<file path="src/pkg/eif_pkg.sv">
package eif_pkg;
    // register byte addresses on the axi4-lite slave
    localparam logic [7:0] EIF_EVT_ADDR    = 8'h00; // event ident (read)
    localparam logic [7:0] EIF_QCTL_ADDR   = 8'h04; // queue control (write)
    localparam logic [7:0] EIF_MODE_ADDR   = 8'h08; // mode / config
    localparam logic [7:0] EIF_ACK_ADDR    = 8'h0C; // extended event ack, write 1s
    localparam logic [7:0] EIF_STAT_ADDR   = 8'h10; // control state readback
    // queue control fields
    localparam int EIF_QC_FIFOEN = 0;
    localparam int EIF_QC_RXRST  = 1;
    localparam int EIF_QC_TXRST  = 2;
    localparam int EIF_QC_TXTH   = 4;
    localparam int EIF_QC_RXTH   = 6;
    // mode register fields, and the ack register's timer clear bit
    localparam int EIF_MD_EXT    = 0;
    localparam int EIF_MD_OPM    = 1;   // 3 bits
    localparam int EIF_MD_IRMSEL = 4;
    localparam int EIF_MD_DEEP   = 5;   // 1 = 32-level fifos
    localparam int EIF_MD_ISADMA = 6;
    localparam int EIF_MD_TMRCLR = 7;   // ack register bit 7, write 1 clears the timer flag
    // legacy codes
    localparam logic [3:0] EIF_CODE_NONE = 4'h1;
    localparam logic [3:0] EIF_CODE_LS   = 4'h6;
    localparam logic [3:0] EIF_CODE_RXHL = 4'h4;
    localparam logic [3:0] EIF_CODE_RXTO = 4'hC;
    localparam logic [3:0] EIF_CODE_TXLL = 4'h2;
    localparam logic [3:0] EIF_CODE_MS   = 4'h0;
    localparam logic [7:0] EIF_EXT_RESET = 8'h22;
    localparam logic [7:0] EIF_QCTL_RESET = 8'h00;
    localparam logic [7:0] EIF_MODE_RESET = 8'h00;
    localparam int EIF_TIMEOUT_CHARS = 4;
    typedef enum logic [2:0] {
        EIF_UART = 3'b000,
        EIF_SHIR = 3'b001,
        EIF_SIR  = 3'b010,
        EIF_MIR  = 3'b011,
        EIF_FIR  = 3'b100,
        EIF_CREM = 3'b101
    } eif_mode_t;
endpackage

</file>
<file path="src/rtl/eif_thresh.sv">
`timescale 1ns/1ns
module eif_thresh
    import eif_pkg::*;
#(
    parameter int LW = 6
) (
    input  wire logic [1:0]    txSel,   // tx threshold select
    input  wire logic [1:0]    rxSel,   // rx threshold select
    input  wire logic          deep,    // 32-level fifos
    input  wire logic [LW-1:0] txLevel, // tx fifo level
    input  wire logic [LW-1:0] rxLevel, // rx fifo level
    output logic               txBelow, // tx level below threshold
    output logic               rxAtOrAbove // rx level at or above
);
    logic [LW-1:0] txTh;
    logic [LW-1:0] rxTh;
    always_comb begin
        case ({deep, txSel})
            3'b000: txTh = LW'(1);
            3'b001: txTh = LW'(3);
            3'b010: txTh = LW'(9);
            3'b011: txTh = LW'(13);
            3'b100: txTh = LW'(1);
            3'b101: txTh = LW'(7);
            3'b110: txTh = LW'(17);
            default: txTh = LW'(25);
        endcase
        case ({deep, rxSel})
            3'b000: rxTh = LW'(1);
            3'b001: rxTh = LW'(4);
            3'b010: rxTh = LW'(8);
            3'b011: rxTh = LW'(14);
            3'b100: rxTh = LW'(1);
            3'b101: rxTh = LW'(8);
            3'b110: rxTh = LW'(16);
            default: rxTh = LW'(26);
        endcase
        txBelow = txLevel < txTh;
        rxAtOrAbove = rxLevel >= rxTh;
    end
endmodule

</file>
<file path="src/rtl/eif_core.sv">
// Decided for this implementation: the placing of the registers and the AXI4-Lite register port.
`timescale 1ns/1ns
module eif_core
    import eif_pkg::*;
#(
    parameter int LW = 6
) (
    input  wire logic          mclk,          // 25 MHz clock
    input  wire logic          rst,           // async reset, high
    input  wire logic [7:0]    s_axi_awaddr,  // write address
    input  wire logic          s_axi_awvalid, // write address valid
    output logic               s_axi_awready, // write address ready
    input  wire logic [31:0]   s_axi_wdata,   // write data
    input  wire logic [3:0]    s_axi_wstrb,   // write strobes
    input  wire logic          s_axi_wvalid,  // write data valid
    output logic               s_axi_wready,  // write data ready
    output logic [1:0]         s_axi_bresp,   // write response
    output logic               s_axi_bvalid,  // write response valid
    input  wire logic          s_axi_bready,  // write response ready
    input  wire logic [7:0]    s_axi_araddr,  // read address
    input  wire logic          s_axi_arvalid, // read address valid
    output logic               s_axi_arready, // read address ready
    output logic [31:0]        s_axi_rdata,   // read data
    output logic [1:0]         s_axi_rresp,   // read response
    output logic               s_axi_rvalid,  // read data valid
    input  wire logic          s_axi_rready,  // read data ready
    input  wire logic          rxDataRead,    // rx port read pulse
    input  wire logic          txDataWrite,   // tx port write pulse
    input  wire logic          linkStatusRead, // link status reg read pulse
    input  wire logic          modemStatusRead, // modem status reg read pulse
    input  wire logic          rxHoldFull,    // rx holding reg full
    input  wire logic          txHoldEmpty,   // tx holding reg empty
    input  wire logic [LW-1:0] rxLevel,       // rx fifo level
    input  wire logic [LW-1:0] txLevel,       // tx fifo level
    input  wire logic          rxTimeout,     // 4-char rx timeout level
    input  wire logic          lineErrBottom, // parity/framing/break at bottom
    input  wire logic          overrun,       // rx overrun pulse
    input  wire logic          underrun,      // tx underrun pulse
    input  wire logic          frameEndBottom, // last frame byte at bottom
    input  wire logic          txHaltFrame,   // tx halted at frame end pulse
    input  wire logic [3:0]    modemDelta,    // modem status bits 3..0
    input  wire logic          dmaTc,         // dma terminal count pulse
    input  wire logic          txEmpty,       // transmitter empty level
    input  wire logic          pipeLoad,      // pipeline load pulse
    input  wire logic          statQueueHit,  // status queue level/timeout
    input  wire logic          timerZero,     // protocol timer reached 0
    output logic               rxSoftReset_ff, // rx soft reset pulse
    output logic               txSoftReset_ff, // tx soft reset pulse
    output logic               fifosOn_ff,    // fifos enabled
    output logic               rxDmaReq_ff    // rx dma request
);
    logic [7:0] qctl_ff;
    logic [7:0] mode_ff;
    logic [7:0] ext_ff;
    logic       lsPend_ff;
    logic       txlPend_ff;
    logic       msPend_ff;
    logic       awHeld_ff;
    logic       wHeld_ff;
    logic [7:0] awAddr_ff;
    logic [31:0] wData_ff;
    logic       txBelow;
    logic       rxHit;
    logic       doWrite;
    logic       doRead;
    logic [7:0] rdAddr;
    logic [3:0] code;
    logic [7:0] eventView;
    logic [2:0] opm;
    logic       fastMode;
    logic       irMode;

    eif_thresh #(.LW(LW)) eif_thresh_i (
        .txSel      (qctl_ff[EIF_QC_TXTH +: 2]),
        .rxSel      (qctl_ff[EIF_QC_RXTH +: 2]),
        .deep       (mode_ff[EIF_MD_DEEP]),
        .txLevel    (txLevel),
        .rxLevel    (rxLevel),
        .txBelow    (txBelow),
        .rxAtOrAbove(rxHit)
    );

    function automatic logic isMode(input logic [2:0] m, input eif_mode_t t);
        return m == t;
    endfunction

    assign opm      = mode_ff[EIF_MD_OPM +: 3];
    assign fastMode = isMode(opm, EIF_MIR) || isMode(opm, EIF_FIR) || isMode(opm, EIF_CREM);
    assign irMode   = !isMode(opm, EIF_UART);

    // axi write: address and data taken independently, response after both
    assign doWrite = awHeld_ff && wHeld_ff && !s_axi_bvalid;
    assign doRead  = s_axi_arvalid && s_axi_arready;
    assign rdAddr  = s_axi_araddr;

    always_ff @(posedge mclk or posedge rst) begin
        if (rst) begin
            awHeld_ff     <= 1'b0;
            wHeld_ff      <= 1'b0;
            awAddr_ff     <= 8'h00;
            wData_ff      <= 32'h0000_0000;
            s_axi_awready <= 1'b0;
            s_axi_wready  <= 1'b0;
            s_axi_bvalid  <= 1'b0;
            s_axi_bresp   <= 2'b00;
        end else begin
            s_axi_awready <= !awHeld_ff && !s_axi_awready;
            s_axi_wready  <= !wHeld_ff && !s_axi_wready;
            if (s_axi_awvalid && s_axi_awready) begin
                awHeld_ff <= 1'b1;
                awAddr_ff <= s_axi_awaddr;
                s_axi_awready <= 1'b0;
            end
            if (s_axi_wvalid && s_axi_wready) begin
                wHeld_ff <= 1'b1;
                wData_ff <= s_axi_wdata;
                s_axi_wready <= 1'b0;
            end
            if (doWrite) begin
                s_axi_bvalid <= 1'b1;
                s_axi_bresp  <= (awAddr_ff == EIF_EVT_ADDR || awAddr_ff == EIF_QCTL_ADDR ||
                                 awAddr_ff == EIF_MODE_ADDR || awAddr_ff == EIF_ACK_ADDR ||
                                 awAddr_ff == EIF_STAT_ADDR) ? 2'b00 : 2'b10;
            end else if (s_axi_bvalid && s_axi_bready) begin
                s_axi_bvalid <= 1'b0;
                awHeld_ff    <= 1'b0;
                wHeld_ff     <= 1'b0;
            end
        end
    end

    // strobe lane 0 is the only one that carries register bits
    logic wrQctl;
    logic wrMode;
    logic wrAck;
    assign wrQctl = doWrite && s_axi_wstrb[0] && (awAddr_ff == EIF_QCTL_ADDR);
    assign wrMode = doWrite && s_axi_wstrb[0] && (awAddr_ff == EIF_MODE_ADDR);
    assign wrAck  = doWrite && s_axi_wstrb[0] && (awAddr_ff == EIF_ACK_ADDR);

    always_ff @(posedge mclk or posedge rst) begin
        if (rst) begin
            qctl_ff        <= EIF_QCTL_RESET;
            rxSoftReset_ff <= 1'b0;
            txSoftReset_ff <= 1'b0;
            fifosOn_ff     <= 1'b0;
        end else begin
            rxSoftReset_ff <= wrQctl && wData_ff[EIF_QC_RXRST];
            txSoftReset_ff <= wrQctl && wData_ff[EIF_QC_TXRST];
            if (wrQctl) begin
                qctl_ff <= {wData_ff[7:3], 2'b00, wData_ff[0]};
            end
            fifosOn_ff <= fastMode || (wrQctl ? wData_ff[EIF_QC_FIFOEN] :
                                       qctl_ff[EIF_QC_FIFOEN]);
        end
    end

    always_ff @(posedge mclk or posedge rst) begin
        if (rst) begin
            mode_ff <= EIF_MODE_RESET;
        end else if (wrMode) begin
            mode_ff <= {1'b0, wData_ff[6:0]};
        end
    end

    // extended event sources, level or pulse
    logic [7:0] extSet;
    always_comb begin
        extSet[0] = fifosOn_ff ? (rxHit || rxTimeout) : rxHoldFull;
        extSet[1] = fifosOn_ff ? txBelow : txHoldEmpty;
        if (isMode(opm, EIF_CREM)) begin
            extSet[2] = overrun || underrun;
        end else if (isMode(opm, EIF_MIR) || isMode(opm, EIF_FIR)) begin
            extSet[2] = frameEndBottom || overrun || underrun || txHaltFrame;
        end else begin
            extSet[2] = lineErrBottom || overrun;
        end
        extSet[3] = |modemDelta;
        extSet[4] = mode_ff[EIF_MD_ISADMA] && dmaTc;
        if (isMode(opm, EIF_MIR) || isMode(opm, EIF_FIR) || isMode(opm, EIF_SIR)) begin
            extSet[5] = txEmpty || pipeLoad;
        end else begin
            extSet[5] = txEmpty;
        end
        extSet[6] = (isMode(opm, EIF_MIR) || isMode(opm, EIF_FIR)) && statQueueHit;
        extSet[7] = timerZero;
    end

    logic evtRead;
    assign evtRead = doRead && (rdAddr == EIF_EVT_ADDR);

    // set wins over clear for every sticky flag
    always_ff @(posedge mclk or posedge rst) begin
        if (rst) begin
            ext_ff <= EIF_EXT_RESET;
        end else begin
            for (int i = 0; i < 8; i++) begin
                if (extSet[i]) begin
                    ext_ff[i] <= 1'b1;
                end else if (i == 4) begin
                    if (evtRead && mode_ff[EIF_MD_EXT]) ext_ff[i] <= 1'b0;
                end else if (i == 7) begin
                    if (wrAck && wData_ff[EIF_MD_TMRCLR]) ext_ff[i] <= 1'b0;
                end else if (i == 6) begin
                    ext_ff[i] <= 1'b0;
                end else if (wrAck && wData_ff[i]) begin
                    ext_ff[i] <= 1'b0;
                end
            end
        end
    end

    // legacy pending latches for events cleared by a read (tx low level also by a tx write)
    logic txEmptyNow;
    logic txEmptyWas_ff;
    assign txEmptyNow = fifosOn_ff ? (txLevel == '0) : txHoldEmpty;
    always_ff @(posedge mclk or posedge rst) begin
        if (rst) begin
            lsPend_ff     <= 1'b0;
            txlPend_ff    <= 1'b0;
            msPend_ff     <= 1'b0;
            txEmptyWas_ff <= 1'b0;
        end else begin
            if (lineErrBottom || overrun) lsPend_ff <= 1'b1;
            else if (linkStatusRead) lsPend_ff <= 1'b0;
            txEmptyWas_ff <= txEmptyNow;
            if (txEmptyNow && !txEmptyWas_ff) txlPend_ff <= 1'b1;
            else if (txDataWrite) txlPend_ff <= 1'b0;
            else if (evtRead && !mode_ff[EIF_MD_EXT] && code == EIF_CODE_TXLL)
                txlPend_ff <= 1'b0;
            if (|modemDelta) msPend_ff <= 1'b1;
            else if (modemStatusRead) msPend_ff <= 1'b0;
        end
    end

    logic rxhlNow;
    logic rxtoNow;
    assign rxhlNow = fifosOn_ff ? rxHit : rxHoldFull;
    assign rxtoNow = fifosOn_ff && rxTimeout && !rxDataRead;

    always_comb begin
        if (lsPend_ff) code = EIF_CODE_LS;
        else if (rxtoNow) code = EIF_CODE_RXTO;
        else if (rxhlNow) code = EIF_CODE_RXHL;
        else if (txlPend_ff) code = EIF_CODE_TXLL;
        else if (msPend_ff) code = EIF_CODE_MS;
        else code = EIF_CODE_NONE;
    end

    always_comb begin
        if (mode_ff[EIF_MD_EXT]) begin
            eventView = ext_ff;
            if (irMode && mode_ff[EIF_MD_IRMSEL]) eventView[3] = 1'b0;
        end else begin
            eventView = {{2{fifosOn_ff}}, 2'b00, code};
        end
    end

    always_ff @(posedge mclk or posedge rst) begin
        if (rst) begin
            s_axi_arready <= 1'b0;
            s_axi_rvalid  <= 1'b0;
            s_axi_rdata   <= 32'h0000_0000;
            s_axi_rresp   <= 2'b00;
        end else begin
            s_axi_arready <= !s_axi_rvalid && !s_axi_arready;
            if (doRead) begin
                s_axi_arready <= 1'b0;
                s_axi_rvalid  <= 1'b1;
                s_axi_rresp   <= 2'b00;
                case (rdAddr)
                    EIF_EVT_ADDR:  s_axi_rdata <= {24'h000000, eventView};
                    EIF_QCTL_ADDR: s_axi_rdata <= 32'h0000_0000;
                    EIF_MODE_ADDR: s_axi_rdata <= {24'h000000, mode_ff};
                    EIF_ACK_ADDR:  s_axi_rdata <= 32'h0000_0000;
                    EIF_STAT_ADDR: s_axi_rdata <= {24'h000000, qctl_ff[7:3], 2'b00, fifosOn_ff};
                    default: begin
                        s_axi_rdata <= 32'h0000_0000;
                        s_axi_rresp <= 2'b10;
                    end
                endcase
            end else if (s_axi_rvalid && s_axi_rready) begin
                s_axi_rvalid <= 1'b0;
            end
        end
    end

    always_ff @(posedge mclk or posedge rst) begin
        if (rst) begin
            rxDmaReq_ff <= 1'b0;
        end else begin
            rxDmaReq_ff <= fifosOn_ff && (rxHit || rxTimeout);
        end
    end

    property p_soft_rx;
        @(posedge mclk) disable iff (rst)
        wrQctl && wData_ff[EIF_QC_RXRST] |=> rxSoftReset_ff ##1 !rxSoftReset_ff || wrQctl;
    endproperty
    a_soft_rx: assert property (p_soft_rx) else $error("rx soft reset not one pulse");
    property p_fast_fifo;
        @(posedge mclk) disable iff (rst)
        fastMode |=> fifosOn_ff;
    endproperty
    a_fast_fifo: assert property (p_fast_fifo) else $error("fifos off in fast mode");
    property p_timer_set;
        @(posedge mclk) disable iff (rst)
        timerZero |=> ext_ff[7];
    endproperty
    a_timer_set: assert property (p_timer_set) else $error("timer flag not set");
    property p_timer_hold;
        @(posedge mclk) disable iff (rst)
        ext_ff[7] && !(wrAck && wData_ff[EIF_MD_TMRCLR]) |=> ext_ff[7];
    endproperty
    a_timer_hold: assert property (p_timer_hold) else $error("timer flag lost");
    property p_ls_top;
        @(posedge mclk) disable iff (rst)
        lsPend_ff |-> code == EIF_CODE_LS;
    endproperty
    a_ls_top: assert property (p_ls_top) else $error("line status not top");
    property p_ipf;
        @(posedge mclk) disable iff (rst)
        (code[0] == 1'b1) |-> !lsPend_ff && !txlPend_ff && !msPend_ff && !rxhlNow;
    endproperty
    a_ipf: assert property (p_ipf) else $error("pending flag wrong");
    property p_dma_req;
        @(posedge mclk) disable iff (rst)
        rxDmaReq_ff |-> $past(fifosOn_ff && (rxHit || rxTimeout));
    endproperty
    a_dma_req: assert property (p_dma_req) else $error("dma request without cause");
    property p_ms_clear;
        @(posedge mclk) disable iff (rst)
        modemStatusRead && !(|modemDelta) |=> !msPend_ff;
    endproperty
    a_ms_clear: assert property (p_ms_clear) else $error("modem pending not cleared");
    property p_tc_set;
        @(posedge mclk) disable iff (rst)
        dmaTc && mode_ff[EIF_MD_ISADMA] |=> ext_ff[4];
    endproperty
    a_tc_set: assert property (p_tc_set) else $error("terminal count flag not set");
endmodule

</file>
<file path="config.mk">
export PLATFORM = sky130hd
export DESIGN_NAME = eif_core
export DESIGN_NICKNAME = d
export VERILOG_FILES = /design/src/pkg/eif_pkg.sv /design/src/rtl/eif_thresh.sv /design/src/rtl/eif_core.sv
export SDC_FILE = /design/constraint.sdc
export NUM_CORES = 1
export LEC_CHECK = 0
export BUFFER_PORTS_ARGS = -buffer_cell sky130_fd_sc_hd__buf_2
export CAP_MARGIN = 25
export CELL_PAD_IN_SITES_DETAIL_PLACEMENT = 1
export CELL_PAD_IN_SITES_GLOBAL_PLACEMENT = 1
export CORE_MARGIN = 4
export CORE_UTILIZATION = 30
export CTS_CLUSTER_SIZE = 20
export DETAILED_ROUTE_END_ITERATION = 10
export GPL_TIMING_DRIVEN = 0
export PLACE_DENSITY = 0.71
export RECOVER_POWER = 50
export SETUP_SLACK_MARGIN = 0.4
export SLEW_MARGIN = 5
export SYNTH_ARGS = -nofsm -noshare
export SYNTH_HDL_FRONTEND = slang
export SYNTH_SLANG_ARGS = --single-unit
</file>
<file path="constraint.sdc">
create_clock -name mclk -period 7.4 [get_ports mclk]
set_clock_uncertainty 0.2 [all_clocks]
set_input_delay 1.48 -clock mclk [delete_from_list [all_inputs] [get_ports mclk]]
set_output_delay 1.48 -clock mclk [all_outputs]
set_load 0.005 [all_outputs]
</file>
==> impl_metrics.yaml <==
synth:
  syn_area_per_cell_um2: 10.8
  synth_area_leaders: "dfrtp_1 47%, mux2_2 9.8%, buf_4 6.1%"
  seq_area_frac_synth_pct: 48.3
  synthFlopType: "dfrtp_1"
  synth_edf_count: 0
  synth.largest_area_cell: "dfrtp_1"
  synthCells: 298
  syn-cell-area_mm2: 0.00321
  synth-seq-cells: 62
  ys_types: 50
  synth_top_area_share_pct: 46.7
  async_flop_share_pct: 100
  ys_warn_count: 0
floorplan:
  rows: 37
  dieArea_mm2: 0.0124
  die_y_um: 112
  io_pins: 137
  die_w_um: 112
  coreArea_mm2: 0.0104
  initial_core_util_pct: 31.0
drt:
  via_per_inst: 4.66
  drt_iter0_markers: 47
  ant_nets: 0
  post-route-drc-count: 0
  wl_per_cell_um: 15.1
  drt-total-wl_um: 8430
  drt_pre_antenna_iters: 4
  route.vias.total: 2598
clock_network:
  cts_tree: "yes"
  cts_setup_buffers: 0
  cts.htree.levels: 3
  clkSlewWorstSetupHoldPaths_ps: 60
  cts_buffers: 9
  clock_path_buffers: 2
  clk_latency_ps: 340
  hold_buffers: 0
  root_buffer: "clkbuf_8"
  post_cts_resized: 0
  cts.sinks: 62
placed_design:
  dpl.hpwl_um: 6710
  portBuffers: 82
  placed_cell_area_mm2: 0.00391
  gp_congestion: 0.785
timing:
  fin_crit_sh_pct: 50.5
  setup_viol: 0
  max_freq_mhz: 268
  period_needed_ps: 3740
  setup_tns_ps: 0
  rsz0062_at_grt: "false"
  worstMarginPinSlew_ps: 1530
  drv_slew: 30
  timing_hold_violations_final: 0
  relSlewSlack_pct: -2.31
power:
  p_seq_share_pct: 45.2
  switchingPower_uw: 314
  ir_worst_vdd_mv: 0.153
  total_power_mw: 1.11
  switching_share_pct: 28.4
  intPower_uw: 791
  power_density_mw_per_mm2: 268
  p_leak_nw: 1.99
  clkPwrFrac_pct: 33.7
  p_comb_share_pct: 21.1
layout:
  area_delta_synth_final_pct: 28.5
  layout_commonest_cell: "buf_2"
  nets: 518
  layout_common_cells: "77 x buf_2, 60 x dfrtp_1, 28 x mux2_2"
  final_area_mm2: 0.00413
  drive_above_1_share_pct: 36.0
  antenna_cells: 0
global_routing:
  track_usage_pct: 13.8
  grt_pass1_wl_um: 14000
  grt_overflow: 0
  grt_pass1_vias: 2857
  antenna_found_initial: 0
  grt_max_degree: 35
min_path:
  hold_class: "reg2reg"
setup_path:
  cp-end-kind: "async pin"
  start_kind: "input pin"
  cp.arrival_ps: 3710
  cp_data_required_time_ps: 7370
  crit_type: "in2async"
  worstPathMaxFanout: 34
status:
  violations: "max-capacitance violations, max-slew violations"
  outcome: "complete, but fails checks"
job:
  drv_cap: 1
-- sequential cells by signal, indices dropped and copies added, names as in the netlist --
register and flops:
s_axi_rvalid 1, ext_ff 8, qctl_ff 6, msPend_ff 1
s_axi_awready 1, txSoftReset_ff 1, s_axi_wready 1, s_axi_arready 1
awHeld_ff 1, s_axi_bresp 1, s_axi_rresp 1, lsPend_ff 1
fifosOn_ff 1, txEmptyWas_ff 1, wHeld_ff 1, awAddr_ff 8
mode_ff 7, wData_ff 8, s_axi_rdata 8, txlPend_ff 1
rxDmaReq_ff 1, rxSoftReset_ff 1, s_axi_bvalid 1
-- worst paths after layout --
kind / start / to / slack [ps] / cells after the start
worst min-delay path: txEmptyWas_ff / txlPend_ff / 220 / 1
min in group asynchronous: rst / awAddr_ff[0] / 1300 / 2
max in group mclk: rxLevel[3] / s_axi_rdata[0] / 4370 / 7
worst min register to register: txEmptyWas_ff / txlPend_ff / 220 / 1
worst max-delay path: rst / mode_ff[1] / 3660 / 3
worst max register to register: mode_ff[5] / s_axi_rdata[0] / 4730 / 8
-- synthesized netlist by cell type, types with 2 or more instances --
master,count
nor2_1,12
a22o_1,5
nand2b_1,8
nor3_1,3
o2bb2ai_1,2
a21o_1,4
o31ai_1,3
nor4_1,5
a21oi_1,13
inv_1,11
clkbuf_1,8
a22oi_1,3
nand3_1,2
buf_4,26
o21ai_0,13
o21a_1,4
a221oi_1,3
ha_1,9
nand4_1,3
nor2b_1,7
dfrtp_1,60
or3_1,3
a211oi_1,4
mux2i_1,3
dfstp_2,2
nand2_1,26
nand3b_1,4
mux2_2,28
and2_1,2
a31oi_1,2
-- per-layer routing --
layer | global-route usage (%) | routed length [um]
met1 | 16.6 | 3620
met2 | 23.5 | 4140
met3 | 4.78 | 570
met4 | 3.73 | 99
met5 | 0 | 0
-- stage by stage --
step	cells	setup slack [ps]	util, %	hold WS, ps
4_1_cts	558	4400	40.1	225
3_5_place_dp	542	4050	37.7	217
6_report	558	3660	39.8	221
2_1_floorplan	323	4180	-	203
3_3_place_gp	541	3410	37.5	207
5_1_grt	558	3110	39.8	270
-- power by group through the flow --
stage,Sequential (mW),Combinational [mW],Clock (mW)
after floorplan,0.484,0.166,0
after global placement,0.501,0.230,0
after detailed placement,0.508,0.240,0
after CTS,0.502,0.241,0.382
after global routing,0.514,0.262,0.398
final,0.500,0.234,0.372
-- worst max-delay path: stages --
cell and delay [ps]:
buf_2 90, inv_1 920, clkbuf_1 1190
-- kinds of logic after synthesis --
family                   after synthesis  synth area share [%]
AO/OA/AOI/OAI                         67                  14.3
XOR/XNOR                               1                 0.273
adder cells (fa/ha/maj)                9                  3.50
buffers and inverters                 45                  8.29
flip-flops                            62                  48.3
multiplexers                          32                  11.2
other                                  1                 0.117
AND/OR/NAND/NOR                       81                  13.9
-- final cells by class --
type,instances,area [um^2]
Sequential cell,62,1550
Fill cell,1225,6240
Timing Repair Buffer,83,408
Clock buffer,13,159
Inverter,11,41.3
Clock inverter,3,90.1
Tap cell,136,170
Buffer,34,225
Multi-Input combinational cell,216,1480
No activity file was read; power rests on OpenSTA's default activity.
